### config.mk
export PLATFORM = sky130hd
export DESIGN_NAME = interrupt_packet_router
export DESIGN_NICKNAME = d
export VERILOG_FILES = /design/src/ipr_pkg.sv /design/src/ipr_sel_if.sv /design/src/ipr_arbiter.sv /design/src/interrupt_packet_router.sv
export SDC_FILE = /design/constraint.sdc
export NUM_CORES = 1
export LEC_CHECK = 0
export BUFFER_PORTS_ARGS = -buffer_cell sky130_fd_sc_hd__buf_2
export CORE_UTILIZATION = 50
export CTS_BUF_LIST = sky130_fd_sc_hd__clkbuf_16
export CTS_CLUSTER_DIAMETER = 60
export DETAILED_ROUTE_END_ITERATION = 10
export HOLD_SLACK_MARGIN = 0.1
export PLACE_DENSITY = 0.69
export SYNTH_ARGS = -nofsm -noshare
export SYNTH_HDL_FRONTEND = slang
export SYNTH_SLANG_ARGS = --single-unit
### constraint.sdc
create_clock -name clk -period 4.1 [get_ports clk]
set_clock_uncertainty 0.1 [all_clocks]
set_input_delay 0.205 -clock clk [delete_from_list [all_inputs] [get_ports clk]]
set_output_delay 0.205 -clock clk [all_outputs]
set_load 0.005 [all_outputs]
### src/ipr_pkg.sv
// Purpose: Shared constants for the interrupt packet router
// Assumes: One 100 MHz clock; source lines arrive asynchronously
// Notes: Source table order is the offset order of the slot and on-board lines
package ipr_pkg;
	localparam int unsigned NUM_SLOT = 16;
	localparam int unsigned NUM_ONBOARD_IO_GROUP = 12;
	localparam int unsigned NUM_ERR = 3;
	localparam int unsigned NUM_GFX = 2;
	localparam int unsigned NUM_SRC = NUM_SLOT + NUM_ONBOARD_IO_GROUP + NUM_ERR + NUM_GFX;
	localparam int unsigned PAYLOAD_BYTES = 24;
	localparam logic [5:0] CODE_NONE = 6'h3F;
	localparam logic [6:0] OFS_NONE = 7'h7F;
	localparam logic [3:0] PRIO_NONE = 4'h0;
	localparam logic [5:0] CODE_ERR = 6'h3E;
	// Code, offset and priority per source; index 0 is slot 0 pin A
	localparam logic [5:0] SRC_CODE [NUM_SRC] = '{
		6'h06, 6'h04, 6'h03, 6'h01, 6'h0E, 6'h0C, 6'h0B, 6'h09,
		6'h16, 6'h14, 6'h13, 6'h11, 6'h1E, 6'h1C, 6'h1B, 6'h19,
		6'h20, 6'h21, 6'h22, 6'h24, 6'h1F, 6'h25, 6'h28, 6'h29,
		6'h2A, 6'h2B, 6'h2C, 6'h2D, CODE_ERR, CODE_ERR, CODE_ERR,
		6'h23, 6'h26};
	localparam logic [6:0] SRC_OFS [NUM_SRC] = '{
		7'h10, 7'h11, 7'h12, 7'h13, 7'h14, 7'h15, 7'h16, 7'h17,
		7'h18, 7'h19, 7'h1A, 7'h1B, 7'h1C, 7'h1D, 7'h1E, 7'h1F,
		7'h20, 7'h21, 7'h22, 7'h23, 7'h24, 7'h25, 7'h26, 7'h27,
		7'h28, 7'h29, 7'h2A, 7'h2B, 7'h2E, 7'h2F, 7'h30,
		7'h23, 7'h26};
	localparam logic [3:0] SRC_PRIO [NUM_SRC] = '{
		4'h6, 4'h4, 4'h3, 4'h1, 4'h6, 4'h4, 4'h3, 4'h1,
		4'h6, 4'h4, 4'h3, 4'h1, 4'h6, 4'h4, 4'h3, 4'h1,
		4'h3, 4'h3, 4'h2, 4'h8, 4'h7, 4'h8, 4'h7, 4'h8,
		4'h2, 4'h4, 4'h4, 4'h7, 4'h8, 4'h8, 4'h8,
		4'h5, 4'h5};
	// Sources with pulse behaviour are the graphics inputs at the top
	localparam int unsigned FIRST_PULSE = NUM_SLOT + NUM_ONBOARD_IO_GROUP + NUM_ERR;
	typedef enum logic [2:0] {
		IPR_IDLE = 3'h1,
		IPR_SEND = 3'h2,
		IPR_WAIT = 3'h4
	} ipr_state_type;
endpackage

### src/ipr_sel_if.sv
// Purpose: Carries the chosen source between arbiter and packet engine
// Assumes: Single clock domain
// Notes: Combinational selection result
`timescale 1ns/1ps
`default_nettype none
interface ipr_sel_if #(parameter int unsigned N = 33);
	logic [N-1:0] pend;
	logic found;
	logic [$clog2(N)-1:0] idx;
	modport arb (input pend, output found, output idx);
	modport eng (output pend, input found, input idx);
endinterface
`default_nettype wire

### src/ipr_arbiter.sv
// Purpose: Picks the highest priority pending source
// Assumes: Priorities from the shared table
// Notes: Ties go to the lowest index, so slot lines win over on-board ones
`timescale 1ns/1ps
`default_nettype none
module ipr_arbiter #(
	parameter int unsigned N = ipr_pkg::NUM_SRC
) (
	ipr_sel_if.arb sel
);
	// The priority table has one entry per source and no more
	generate
		if (N != ipr_pkg::NUM_SRC) begin : g_bad_n
			$error("Source count must match the source tables");
		end
	endgenerate
	logic [3:0] best_prio;
	logic [$clog2(N)-1:0] best_idx;
	logic best_found;
	always_comb begin
		best_prio = ipr_pkg::PRIO_NONE;
		best_idx = '0;
		best_found = 1'b0;
		for (int i = N - 1; i >= 0; i--) begin
			if (sel.pend[i] && (!best_found ||
			    ipr_pkg::SRC_PRIO[i] >= best_prio)) begin
				best_prio = ipr_pkg::SRC_PRIO[i];
				best_idx = i[$clog2(N)-1:0];
				best_found = 1'b1;
			end
		end
	end
	assign sel.found = best_found;
	assign sel.idx = best_idx;
endmodule
`default_nettype wire

### src/interrupt_packet_router.sv
// Overview of operation
// - Interrupts reach processor only as vectors.
// - Each interrupt is one 24-byte packet write.
// - Level interrupt lines become packets, never wires.
// - Interrupt number registered before reaching processor.
// - Slot pins at offsets 0x10-0x1F, priorities 6,4,3,1.
// - On-board, error, pulse and no-interrupt codes.
//
// Purpose: Turns interrupt lines into packet writes to the processor
// Assumes: Processor side accepts one 64-bit beat per pkt_ready cycle
// Notes: Packet is three 64-bit beats, first beat carries the vector
`timescale 1ns/1ps
`default_nettype none
module interrupt_packet_router #(
	parameter int unsigned BEAT_BYTES = 8
) (
	input wire logic clk,
	input wire logic rst_b,
	input wire logic [15:0] slot_pin_request,
	input wire logic [11:0] onboard_io_group_irq,
	input wire logic [2:0] internal_error_irq,
	input wire logic [1:0] display_pulse_irq,
	input wire logic [32:0] software_clear,
	output logic pkt_valid,
	input wire logic pkt_ready,
	output logic [63:0] pkt_data,
	output logic pkt_last,
	output logic [5:0] vector_number,
	output logic [32:0] pending_status
);
	localparam int unsigned N = ipr_pkg::NUM_SRC;
	localparam int unsigned BEATS = ipr_pkg::PAYLOAD_BYTES / BEAT_BYTES;
	localparam int unsigned IW = $clog2(N);

	// Beats are 64 bits wide and the two-bit counter holds four at most
	generate
		if (BEAT_BYTES != 8) begin : g_bad_beat
			$error("Beat width must be 8 bytes");
		end
		if (ipr_pkg::PAYLOAD_BYTES % BEAT_BYTES != 0) begin : g_bad_split
			$error("Beat width must divide the payload");
		end
		if (BEATS < 2 || BEATS > 4) begin : g_bad_count
			$error("Packet must hold two to four beats");
		end
	endgenerate

	// Two-stage synchronisers on every interrupt source line
	logic [N-1:0] raw;
	logic [N-1:0] sync1_q;
	logic [N-1:0] sync2_q;
	logic [N-1:0] prev_q;
	assign raw = {display_pulse_irq, internal_error_irq,
		onboard_io_group_irq, slot_pin_request};

	always_ff @(posedge clk or negedge rst_b) begin
		if (!rst_b) begin
			sync1_q <= '0;
			sync2_q <= '0;
			prev_q <= '0;
		end else begin
			sync1_q <= raw;
			sync2_q <= sync1_q;
			prev_q <= sync2_q;
		end
	end

	// Pulse sources catch a rising edge; level sources follow the line
	logic [N-1:0] is_pulse;
	logic [N-1:0] event_in;
	genvar g;
	generate
		for (g = 0; g < N; g++) begin : g_src
			assign is_pulse[g] = (g >= ipr_pkg::FIRST_PULSE);
			assign event_in[g] = is_pulse[g] ?
				(sync2_q[g] & ~prev_q[g]) : sync2_q[g];
		end
	endgenerate

	// Per source state: pending, delivered (blocks re-send)
	logic [N-1:0] pend_q, pend_d;
	logic [N-1:0] done_q, done_d;
	logic [N-1:0] take_mask;
	logic [N-1:0] rearm;
	logic take;

	ipr_sel_if #(.N(N)) sel ();
	assign sel.pend = pend_q & ~done_q;
	ipr_arbiter #(.N(N)) u_arb (
		.sel(sel)
	);

	ipr_pkg::ipr_state_type state_q, state_d;
	logic [IW-1:0] cur_q;
	logic [1:0] beat_q;
	logic [5:0] vec_q;

	assign take = (state_q == ipr_pkg::IPR_IDLE) && sel.found;
	assign take_mask = take ? (N'(1) << sel.idx) : '0;
	// Re-arm needs the clear and a quiet line; pulse sources only the clear
	assign rearm = software_clear & (~sync2_q | is_pulse);
	// Set wins over clear: an edge that meets the clear starts a new round
	assign pend_d = (pend_q & ~(rearm & done_q)) |
		(event_in & (~done_q | rearm));
	assign done_d = (done_q & ~rearm) | take_mask;

	always_ff @(posedge clk or negedge rst_b) begin
		if (!rst_b) begin
			pend_q <= '0;
			done_q <= '0;
		end else begin
			pend_q <= pend_d;
			done_q <= done_d;
		end
	end

	// Handshake and beat position
	logic beat_go;
	logic last_beat;
	logic next_is_last;
	logic leaving_send;
	assign beat_go = pkt_valid && pkt_ready;
	assign last_beat = (beat_q == 2'(BEATS - 1));
	assign next_is_last = (beat_q == 2'(BEATS - 2));
	assign leaving_send = beat_go && last_beat;

	always_comb begin
		state_d = state_q;
		case (state_q)
			ipr_pkg::IPR_IDLE: begin
				if (sel.found)
					state_d = ipr_pkg::IPR_SEND;
			end
			ipr_pkg::IPR_SEND: begin
				if (leaving_send)
					state_d = ipr_pkg::IPR_WAIT;
			end
			// Three quiet cycles keep packets apart on the processor side; this state is one of them
			ipr_pkg::IPR_WAIT: begin
				state_d = ipr_pkg::IPR_IDLE;
			end
			default: state_d = ipr_pkg::IPR_IDLE;
		endcase
	end

	always_ff @(posedge clk or negedge rst_b) begin
		if (!rst_b) begin
			state_q <= ipr_pkg::IPR_IDLE;
		end else begin
			state_q <= state_d;
		end
	end

	// The winner is latched at take, so a later arrival of higher
	// priority cannot change the vector code of a packet already in flight
	always_ff @(posedge clk or negedge rst_b) begin
		if (!rst_b) begin
			cur_q <= '0;
			beat_q <= 2'h0;
		end else if (take) begin
			cur_q <= sel.idx;
			beat_q <= 2'h0;
		end else if (beat_go) begin
			beat_q <= beat_q + 2'h1;
		end
	end

	// Beat contents: vector code, offset, priority, then zero filler
	logic [5:0] cur_code;
	logic [6:0] cur_ofs;
	logic [3:0] cur_prio;
	logic cur_kind;
	logic head_beat;
	logic [63:0] beat_word;
	assign cur_code = ipr_pkg::SRC_CODE[cur_q];
	assign cur_ofs = ipr_pkg::SRC_OFS[cur_q];
	assign cur_prio = ipr_pkg::SRC_PRIO[cur_q];
	assign cur_kind = is_pulse[cur_q];
	assign head_beat = (beat_q == 2'h0);
	assign beat_word = head_beat ? {34'h0, cur_prio, 1'b0, cur_ofs,
		2'h0, cur_kind, 9'h0, cur_code} : 64'h0;

	// After an accepted beat the next one goes out as zero data; that
	// is only right because every beat but the first is filler
	logic in_send;
	logic valid_d;
	logic [63:0] data_d;
	logic last_d;
	assign in_send = (state_q == ipr_pkg::IPR_SEND) && !leaving_send;
	assign valid_d = in_send;
	assign data_d = (in_send && !beat_go) ? beat_word : 64'h0;
	assign last_d = in_send && (beat_go ? next_is_last : last_beat);

	always_ff @(posedge clk or negedge rst_b) begin
		if (!rst_b) begin
			pkt_valid <= 1'b0;
			pkt_data <= 64'h0;
			pkt_last <= 1'b0;
		end else begin
			pkt_valid <= valid_d;
			pkt_data <= data_d;
			pkt_last <= last_d;
		end
	end

	// Winner code goes through two stages; the second one is what the
	// processor side reads, so it never sees the arbiter settle
	logic [5:0] vec_d;
	assign vec_d = sel.found ? ipr_pkg::SRC_CODE[sel.idx] :
		ipr_pkg::CODE_NONE;

	always_ff @(posedge clk or negedge rst_b) begin
		if (!rst_b) begin
			vec_q <= ipr_pkg::CODE_NONE;
			vector_number <= ipr_pkg::CODE_NONE;
		end else begin
			vec_q <= vec_d;
			vector_number <= vec_q;
		end
	end

	always_ff @(posedge clk or negedge rst_b) begin
		if (!rst_b) begin
			pending_status <= '0;
		end else begin
			pending_status <= pend_q;
		end
	end
endmodule
`default_nettype wire

# Yosys cells after proc, flatten, opt, wreduce, memory -nomap -nowiden
# Memory sizes are Yosys's and may differ from the RTL's.
# Index checks and enable logic that the tools add are counted.
[op_classes] n_addsub=1 magnitude_cmp=35 eq_ne=6 n_shift=1 mux=117 n_bitwise=19 n_reduce_logical=107
[ops] cell="$mux 6" n=38
[ops] cell="$and 33x33->33" n=6
[ops] cell="$mux 4" n=33
[ops] cell="$not 33->33" n=3
[ops] cell="$or 33x33->33" n=3
[ops] cell="$mux 30" n=2
[ops] cell="$ge 3x4->1 const A" n=14
[ops] cell="$logic_and 1x1->1" n=38
[ops] cell="$mux 1" n=35
[ops] cell="$logic_not 1->1" n=34
[ops] cell="$mux 33" n=1
[ops] cell="$shl 1x6->33 const A" n=1
[ops] cell="$ge 2x4->1 const A" n=8
[ops] cell="$logic_or 1x1->1" n=32
[ops] cell="$not 31->31" n=1
[ops] cell="$ge 4x4->1 const A" n=6
[ops] cell="$ge 1x4->1 const A" n=4
[ops] cell="$ge 7x7->1 const B" n=2
[ops] cell="$mux 7" n=2
[ops] cell="$not 6->7" n=2
[ops] cell="$mux 3" n=3
[ops] cell="$lt 6x7->1 const B" n=1
[ops] cell="$pmux 3 s2" n=1
[ops] cell="$mux 2" n=2
[ops] cell="11 further kinds" n=14
[word_totals] ff_bits=287 romBits=1536 input_bits=69 output_inout_bits=105 elab_cells=305 memories=5
[mem_list] memory="(name not given)" depth=64 word_bits=7 rd=1 rd_clocked_by_memory_dff=0 write_ports=0 line_no="interrupt_packet_router.sv:176" rtl="assign cur_ofs = ipr_pkg::SRC_OFS[cur_q];"
[mem_list] memory="(name not given)" depth=64 word_bits=6 rd=1 rd_clocked_by_memory_dff=0 write_ports=0 line_no="interrupt_packet_router.sv:175" rtl="assign cur_code = ipr_pkg::SRC_CODE[cur_q];"
[mem_list] memory="(name not given)" depth=64 word_bits=6 rd=1 rd_clocked_by_memory_dff=0 write_ports=0 line_no="interrupt_packet_router.sv:209" rtl="assign vec_d = sel.found ? ipr_pkg::SRC_CODE[sel.idx] :"
[mem_list] memory="(name not given)" depth=64 word_bits=4 rd=1 rd_clocked_by_memory_dff=0 write_ports=0 line_no="interrupt_packet_router.sv:177" rtl="assign cur_prio = ipr_pkg::SRC_PRIO[cur_q];"
[mem_list] memory="(name not given)" depth=64 word_bits=1 rd=1 rd_clocked_by_memory_dff=0 write_ports=0 line_no="interrupt_packet_router.sv:178" rtl="assign cur_kind = is_pulse[cur_q];"

# Logic depth before layout (Yosys ltp)
# Gate-level depths: netlist (run 1).
[depth] depth_word=136 mapped_depth=15 mapped_depth_nobuf=11

# By module
# A second synthesis (run 1) with hierarchy kept.
[unflattened] cells_unflattened=808 area_unflattened_um2=8883.5
[by_module_without_submodules] module="interrupt_packet_router" instances=1 cells_per_inst=648 area_each_um2=7900.1 seq_area_each_um2=5246.3
[by_module_without_submodules] module="ipr_arbiter" instances=1 cells_per_inst=160 area_each_um2=983.4 seq_area_each_um2=0.0

# Least setup slack after synthesis (run 1)
# No wires, ideal clock.
[synth_path] path_type="flip-flop to flip-flop" from="register pend_q[30]" to="register done_q[16]" setup_ns=0.122 arrival_ns=3.306 t_required_ns=3.878 setup_slack_ns=0.572 path_stages_with_launch=13 path_buffers=2 period_less_slack_ns=3.528 path_cell_list="dfrtp_1 -> nor2b_2 -> or3_1 -> buf_6 -> or4_4 -> a2111oi_4 -> o2111ai_2 -> and2_4 -> a311oi_4 -> and2_1 -> buf_4 -> nor3_2 -> a32o_1"
[synth_between] elab_chain_len=126 elab_cells_between_ends=218 cone_classes="order compare: 30; shift: 1; mux: 93; bitwise: 2; reduce/logical: 92"
[synth_rtl] item="start, declared" line_no="interrupt_packet_router.sv:81" rtl="logic [N-1:0] pend_q, pend_d;"
[synth_rtl] item="start signal, assigned" line_no="interrupt_packet_router.sv:112" rtl="pend_q <= pend_d;"
[synth_rtl] item="$and 33x33->33 (*)" line_no="interrupt_packet_router.sv:88" rtl="assign sel.pend = pend_q & ~done_q;"
[synth_rtl] item="$logic_and 1x1->1 (*)" line_no="ipr_arbiter.sv:25" rtl="if (sel.pend[i] && (!best_found ||"
[synth_rtl] item="$mux 4 / $mux 1 (equally long branches)" line_no="ipr_arbiter.sv:25"
[synth_rtl] item="$ge 4x4->1 / $logic_not 1->1 (equally long branches)" line_no="ipr_arbiter.sv:26, ipr_arbiter.sv:25"
[synth_rtl] item="$logic_or 1x1->1" line_no="ipr_arbiter.sv:25"
[synth_rtl] item="$logic_and 1x1->1" line_no="ipr_arbiter.sv:25"
[synth_rtl] item="$mux 4 / $mux 1 (equally long branches)" line_no="ipr_arbiter.sv:25"
[synth_rtl] item="$ge 4x4->1 / $logic_not 1->1 (equally long branches)" line_no="ipr_arbiter.sv:26, ipr_arbiter.sv:25"
[synth_rtl] item="[... 111 more ...]"
[synth_rtl] item="$ge 3x4->1 / $logic_not 1->1 (equally long branches)" line_no="ipr_arbiter.sv:26, ipr_arbiter.sv:25"
[synth_rtl] item="$logic_or 1x1->1" line_no="ipr_arbiter.sv:25"
[synth_rtl] item="$logic_and 1x1->1" line_no="ipr_arbiter.sv:25"
[synth_rtl] item="$mux 6 / $mux 1 (equally long branches)" line_no="ipr_arbiter.sv:25"
[synth_rtl] item="$shl 1x6->33 / $logic_and 1x1->1 (equally long branches)" line_no="interrupt_packet_router.sv:99, interrupt_packet_router.sv:98"
[synth_rtl] item="$mux 33 (*)" line_no="interrupt_packet_router.sv:99" rtl="assign take_mask = take ? (N'(1) << sel.idx) : '0;"
[synth_rtl] item="$or 33x33->33 (*)" line_no="interrupt_packet_router.sv:105" rtl="assign done_d = (done_q & ~rearm) | take_mask;"
[synth_rtl] item="named net done_d[16]" line_no="interrupt_packet_router.sv:82" rtl="logic [N-1:0] done_q, done_d;"
[synth_rtl] item="end signal, assigned" line_no="interrupt_packet_router.sv:113" rtl="done_q <= done_d;"
[synth_rtl] item="end, declared" line_no="interrupt_packet_router.sv:82"
# Mark *: on every way through the listed nets, which the timed path passes. The rest lies on a longest branch.
# A chain may end at the register's enable or synchronous reset.

# Worst setup path in the final report (run 1)
[layout_path] from="register pend_q[21]" to="register vec_q[0]"
[layout_between] elab_chain_len=92 elab_cells_between_ends=156 cone_classes="order compare: 21; mux: 68; bitwise: 2; reduce/logical: 64; memory: 1"
[layout_rtl] item="$and 33x33->33 (*)" line_no="interrupt_packet_router.sv:88"
[layout_rtl] item="$logic_and 1x1->1 (*)" line_no="ipr_arbiter.sv:25"
[layout_rtl] item="$mux 4 / $mux 1 (equally long branches)" line_no="ipr_arbiter.sv:25"
[layout_rtl] item="$ge 3x4->1 / $logic_not 1->1 (equally long branches)" line_no="ipr_arbiter.sv:26, ipr_arbiter.sv:25"
[layout_rtl] item="$logic_or 1x1->1" line_no="ipr_arbiter.sv:25"
[layout_rtl] item="$logic_and 1x1->1" line_no="ipr_arbiter.sv:25"
[layout_rtl] item="$mux 4 / $mux 1 (equally long branches)" line_no="ipr_arbiter.sv:25"
[layout_rtl] item="$ge 4x4->1 / $logic_not 1->1 (equally long branches)" line_no="ipr_arbiter.sv:26, ipr_arbiter.sv:25"
[layout_rtl] item="[... 76 more ...]"
[layout_rtl] item="$logic_or 1x1->1" line_no="ipr_arbiter.sv:25"
[layout_rtl] item="$logic_and 1x1->1" line_no="ipr_arbiter.sv:25"
[layout_rtl] item="$mux 6" line_no="ipr_arbiter.sv:25"
[layout_rtl] item="$not 6->7 (implied by the code)" line_no="interrupt_packet_router.sv:209"
[layout_rtl] item="$mem_v2 64x6"
[layout_rtl] item="$mux 6 (implied by the code) (2 in a row)" line_no="interrupt_packet_router.sv:209"
[layout_rtl] item="$mux 6 (*)" line_no="interrupt_packet_router.sv:209"
[layout_rtl] item="named net vec_d[0]" line_no="interrupt_packet_router.sv:208" rtl="logic [5:0] vec_d;"
[layout_rtl] item="end signal, assigned" line_no="interrupt_packet_router.sv:214" rtl="vec_q <= ipr_pkg::CODE_NONE;"
[layout_rtl] item="end signal, assigned" line_no="interrupt_packet_router.sv:217" rtl="vec_q <= vec_d;"
[layout_rtl] item="end, declared" line_no="interrupt_packet_router.sv:96" rtl="logic [5:0] vec_q;"
# Mark *: on every way through the listed nets, which the timed path passes. The rest lies on a longest branch. The select of a mux whose other input is x is not followed.

==> impl_metrics.tcl, run 1 <==
set metrics [dict create \
    powerDensity_mw_per_mm2 505 \
    reg2reg_from "pend_q[21]" \
    place_congestion 0.971 \
    relSlewSlack 0.398 \
    initial_core_util 0.510 \
    core-area_sq_mm 0.0179 \
    syn_area_per_cell_sq_um 11.0 \
    multi_input_area_sq_mm 0.00349 \
    nets 1226 \
    layout.area.seq_sq_mm 0.00525 \
    fill_cells 1379 \
    cp_data_required_time_ns 4.45 \
    ys_seq_area_frac 0.575 \
    fp.dieW_microns 137 \
    dieHeight_microns 137 \
    grt.overflow.total 0 \
    antenna_found_initial 0 \
    worst_slack_ns 0.176 \
    htree_levels 1 \
    dieArea_sq_mm 0.0188 \
    arrival_ns 4.28 \
    fmax_mhz 255 \
    hold_violations 0 \
    status "complete, no violations" \
    synth_edf_count 0 \
    power_leakage_nw 5.45 \
    rsz0062_at_grt "true" \
    hp-class "in -> reg" \
    drive_gt1_frac 0.300 \
    grt_max_degree 115 \
    num_antenna_cells 0 \
    synth_area_sq_mm 0.00913 \
    clockBufferDepth 3 \
    via_per_inst 5.35 \
    holdWs_ns 0.229 \
    clk_pin_slew_ns 0.06 \
    drc 0 \
    root_buffer "clkbuf_16" \
    drt-total-wl_mm 24.9 \
    core.rowCount 49 \
    place_ws_ns 0.0779 \
    ys_warn_count 0 \
    synth-seq-cells 209 \
    worstSetupStartpointType "register" \
    ys.flop_type "dfrtp_1" \
    cts_buffers 23 \
    grt_usage 0.273 \
    fin_crit_sh 0.957 \
    ir_worst_vdd_mv 0.374 \
    vias 7459 \
    async_reset_ff_frac 1.00 \
    grt_pass1_vias 7356 \
    dp_hpwl_mm 18.3 \
    area_delta_synth_final_pct 33.6 \
    max-cap-violations 0 \
    cp-startpoint "pend_q[21]" \
    syn-instance-count 830 \
    first_pass_iters 5 \
    clk-insertion-delay-late_ns 0.51 \
    critPathMaxFanout 7 \
    tightest_slew_ns 0.903 \
    slew_viol_final 0 \
    setup_viol 0 \
    wl_per_cell_microns 17.9 \
    cts.sinks 209 \
    io_pins 174 \
    min_from "onboard_io_group_irq[6]" \
    ant_nets 0 \
    critPathCaptureType "register" \
    setup-tns-final_ns 0 \
    ys_types 87 \
    critical_path_class "reg -> reg" \
    grt_pass1_wl_mm 38.3 \
    final_util 0.681 \
    numPortBuffers 126 \
    power_mw 6.16 \
    cts_tree "done" \
    min_period_ns 3.92 \
    drtIter0Drc 433 \
]
-- registers in the layout (all words and copies together) (netlist names) --
name and cells:
sync1_q 33, pending_status 33, state_q 3, vector_number 6
pkt_valid 1, cur_q 6, prev_q 2, done_q 33
sync2_q 33, pkt_last 1, beat_q 2, pend_q 33
pkt_data 17, vec_q 6
-- critical path: stages (launching register included) --
cell and delay, ns:
dfrtp_1 0.40, nor2b_1 0.19, or3_4 0.42, buf_4 0.16
or4_4 0.53, a2111oi_4 0.38, nand2_2 0.10, buf_4 0.15
o211a_2 0.14, or2_4 0.25, nor3_4 0.24, nand2_1 0.18
a2111oi_1 0.44, a211o_1 0.19
-- synth_stat cells, drive strengths merged, types with 8 or more instances --
| cell | number | area (sq um) |
|---|---|---|
| nor4 | 10 | 75.1 |
| nand4 | 9 | 56.3 |
| o22ai | 14 | 87.6 |
| ha | 9 | 113 |
| nor3 | 24 | 164 |
| dfstp | 13 | 342 |
| buf | 56 | 412 |
| nand2 | 53 | 209 |
| nand2b | 25 | 156 |
| a21oi | 71 | 355 |
| dfrtp | 196 | 4900 |
| a211oi | 9 | 77.6 |
| inv | 46 | 173 |
| nor2b | 46 | 290 |
| o21ai | 26 | 130 |
| a31oi | 18 | 113 |
| clkbuf | 11 | 41.3 |
| nor2 | 51 | 199 |
| nand3 | 28 | 158 |
| o21ba | 8 | 80.1 |
-- placed cells by master (no fill, tap or decap), drive strengths merged, types with 10 or more instances in the layout --
cell type / n
nand3: 28
conb: 47
nor3: 24
nor2b: 46
inv: 51
a21oi: 71
o22ai: 14
nor2: 51
nor4: 10
a31oi: 18
buf: 245
dlygate4sd3: 68
dfrtp: 196
o21ai: 26
nand2b: 25
clkbuf: 24
clkinv: 10
nand2: 53
dfstp: 13
-- metal layers --
layer	GRT usage	up-vias	share of wire
met4	0.168	0	0.057
met2	0.430	307	0.46
li1	-	3515	-
met1	0.351	3555	0.42
met5	0	-	0
met3	0.0467	82	0.055
-- stage by stage --
| step | instances | instance area [sq um] |
|---|---|---|
| after floorplan | 876 | 9300 |
| after global placement | 1280 | 10700 |
| after detailed placement | 1280 | 10700 |
| after CTS | 1390 | 12100 |
| after global routing | 1394 | 12200 |
| final | 1394 | 12200 |
-- final timing paths --
check	end	slack, ns	cells after the start
worst min register to register	sync2_q[15]	0.25	0
min in group asynchronous	pkt_data[2]	0.24	2
worst min-delay path	sync1_q[22]	0.23	2
max in group asynchronous	sync2_q[16]	2.65	3
worst max-delay path	vec_q[0]	0.18	13
worst max register to register	vec_q[0]	0.18	13
-- kinds of logic after synthesis --
logic type / share of synthesized area
buffers and inverters: 0.0685
flip-flops: 0.575
AO/OA/AOI/OAI: 0.161
AND/OR/NAND/NOR: 0.177
XOR/XNOR: 0.000959
adder cells (fa/ha/maj): 0.0123
other: 0.000411
multiplexers: 0.00589
-- final cells by class --
type,count,share of cell area
well taps,229,0.0235
inverters,46,0.0142
clock buffers,23,0.0472
repair buffers,314,0.184
flip-flops and latches,209,0.430
clock inverters,19,0.0147
multi-input cells,554,0.286
-- power by group --
part	total (mW)	leakage (nW)	internal [mW]	switching [mW]
registers	2.48	2.36	2.31	0.170
clock network	2.03	0.375	1.22	0.813
logic	1.65	2.71	0.756	0.893
total	6.16	5.45	4.28	1.88
-- what timing repair did --
action	4_1_cts	5_1_grt
setup endpoints to repair	0	32
setup buffers	0	4
resized for setup	0	12
hold buffers	68	0
endpoints found under the hold margin	204	0
Note: power is estimated with default switching activity, not from simulation.
==> run 2: changes to the inputs <==
--- a/config.mk
+++ b/config.mk
@@ -7,7 +7,7 @@
 export LEC_CHECK = 0
 export BUFFER_PORTS_ARGS = -buffer_cell sky130_fd_sc_hd__buf_2
 export CORE_UTILIZATION = 50
-export CTS_BUF_LIST = sky130_fd_sc_hd__clkbuf_16
+export CTS_BUF_LIST = sky130_fd_sc_hd__clkbuf_4 sky130_fd_sc_hd__clkbuf_8
 export CTS_CLUSTER_DIAMETER = 60
 export DETAILED_ROUTE_END_ITERATION = 10
 export HOLD_SLACK_MARGIN = 0.1
==> impl_metrics.tcl, run 2 (synthesized netlist as in run 1, its figures left out) <==
set metrics [dict create \
    grt_pass1_wl_mm 38.8 \
    clk-insertion-delay-late_ns 0.53 \
    power_mw 6.12 \
    grt_pass1_vias 7557 \
    area_delta_synth_final_pct 33.7 \
    hp-class "in -> async" \
    min_period_ns 4.03 \
    nets 1238 \
    tightest_slew_ns 0.892 \
    arrival_ns 4.40 \
    cp-startpoint "pend_q[21]" \
    core.rowCount 49 \
    cts_tree "done" \
    layout_common_cells "dfrtp_1 (196), buf_2 (125), buf_4 (117)" \
    fill_cells 1388 \
    worstSetupStartpointType "register" \
    drive_gt1_frac 0.318 \
    grt_usage 0.278 \
    initial_core_util 0.510 \
    numPortBuffers 126 \
    rsz0062_at_grt "true" \
    cp_data_required_time_ns 4.47 \
    wl_per_cell_microns 17.8 \
    powerDensity_mw_per_mm2 501 \
    drt-total-wl_mm 25.1 \
    final_common_cell "dfrtp_1" \
    reg2reg_from "pend_q[21]" \
    power_leakage_nw 5.47 \
    antenna_found_initial 0 \
    critPathCaptureType "register" \
    critPathMaxFanout 7 \
    fp.dieW_microns 137 \
    clockBufferDepth 3 \
    worst_slack_ns 0.0703 \
    dp_hpwl_mm 18.3 \
    fmax_mhz 248 \
    place_ws_ns 0.0779 \
    vias 7547 \
    hold_violations 0 \
    max-cap-violations 0 \
    holdWs_ns 0.218 \
    critical_path_class "reg -> reg" \
    io_pins 174 \
    num_antenna_cells 0 \
    ant_nets 0 \
    cts.sinks 209 \
    cts_buffers 36 \
    place_congestion 0.971 \
    fin_crit_sh 0.983 \
    grt.overflow.total 0 \
    grt_max_degree 115 \
    drtIter0Drc 446 \
    clk_pin_slew_ns 0.06 \
    dieHeight_microns 137 \
    status "complete, no violations" \
    drc 0 \
    root_buffer "clkbuf_8" \
    setup_viol 0 \
    setup-tns-final_ns 0 \
    htree_levels 2 \
    ir_worst_vdd_mv 0.330 \
    core-area_sq_mm 0.0179 \
    via_per_inst 5.34 \
    final_util 0.682 \
    slew_viol_final 0 \
    relSlewSlack 0.405 \
    dieArea_sq_mm 0.0188 \
    first_pass_iters 5 \
]
run 2: changes by cell type in the layout (fill, tap and decap cells not counted), moves of 2 or more:
cell / before / now
clkbuf_8: 1 / 45
bufinv_16: 3 / 1
inv_1: 48 / 46
clkbuf_16: 23 / 0
clkinv_1: 7 / 0
clkinv_2: 2 / 0
clkbuf_4: 0 / 14
run 2: critical path, cell delays in order, from the launching register on:
cell and delay, ns:
dfrtp_1 0.40, nor2b_1 0.19, or3_4 0.42, buf_4 0.16, or4_4 0.53, a2111oi_4 0.38, nand2_2 0.10, buf_4 0.15
o211a_2 0.14, or2_4 0.25, nor3_4 0.30, nand2_1 0.19, a2111oi_1 0.48, a211o_1 0.19
run 2: final cells by class:
type | instances | area, sq um | share of cell area
inverters | 46 | 173 | 0.0141
flip-flops and latches | 209 | 5250 | 0.430
clock buffers | 58 | 711 | 0.0582
repair buffers | 313 | 2240 | 0.183
multi-input cells | 554 | 3490 | 0.286
clock inverters | 5 | 63.8 | 0.00523
well taps | 229 | 287 | 0.0235
run 2: repair_timing:
item	in CTS	in global routing
hold endpoints to repair	204	0
endpoints found under the setup margin	0	32
resized for setup	0	11
hold buffers	68	0
buffers inserted	0	3
run 2: through the flow:
stage                     instances  cell area [sq um]
final                          1414              12200
after global routing           1414              12200
after CTS                      1411              12100
after detailed placement       1280              10700
after global placement         1280              10700
after floorplan                 876               9300
run 2: report_power, final:
part	switching [mW]	total [mW]	internal [mW]
registers	0.168	2.48	2.31
logic	0.899	1.66	0.761
clock network	0.820	1.98	1.16
run 2: path summary, 6_finish.rpt:
check                      slack, ns  cells after the start          end
setup / recovery                0.07                     13     vec_q[0]
hold / removal                  0.22                      2  pkt_data[2]
setup reg to reg                0.07                     13     vec_q[0]
hold reg to reg                 0.24                      0  sync2_q[20]
max in group asynchronous       2.66                      3   sync1_q[8]
min in group clk                0.22                      2  sync1_q[26]
run 2: metal layers:
metal	up-vias	GRT usage	share of wire
met5	-	0	0
met4	0	0.166	0.056
met3	105	0.0537	0.060
met2	322	0.442	0.47
met1	3585	0.351	0.42
li1	3535	-	-
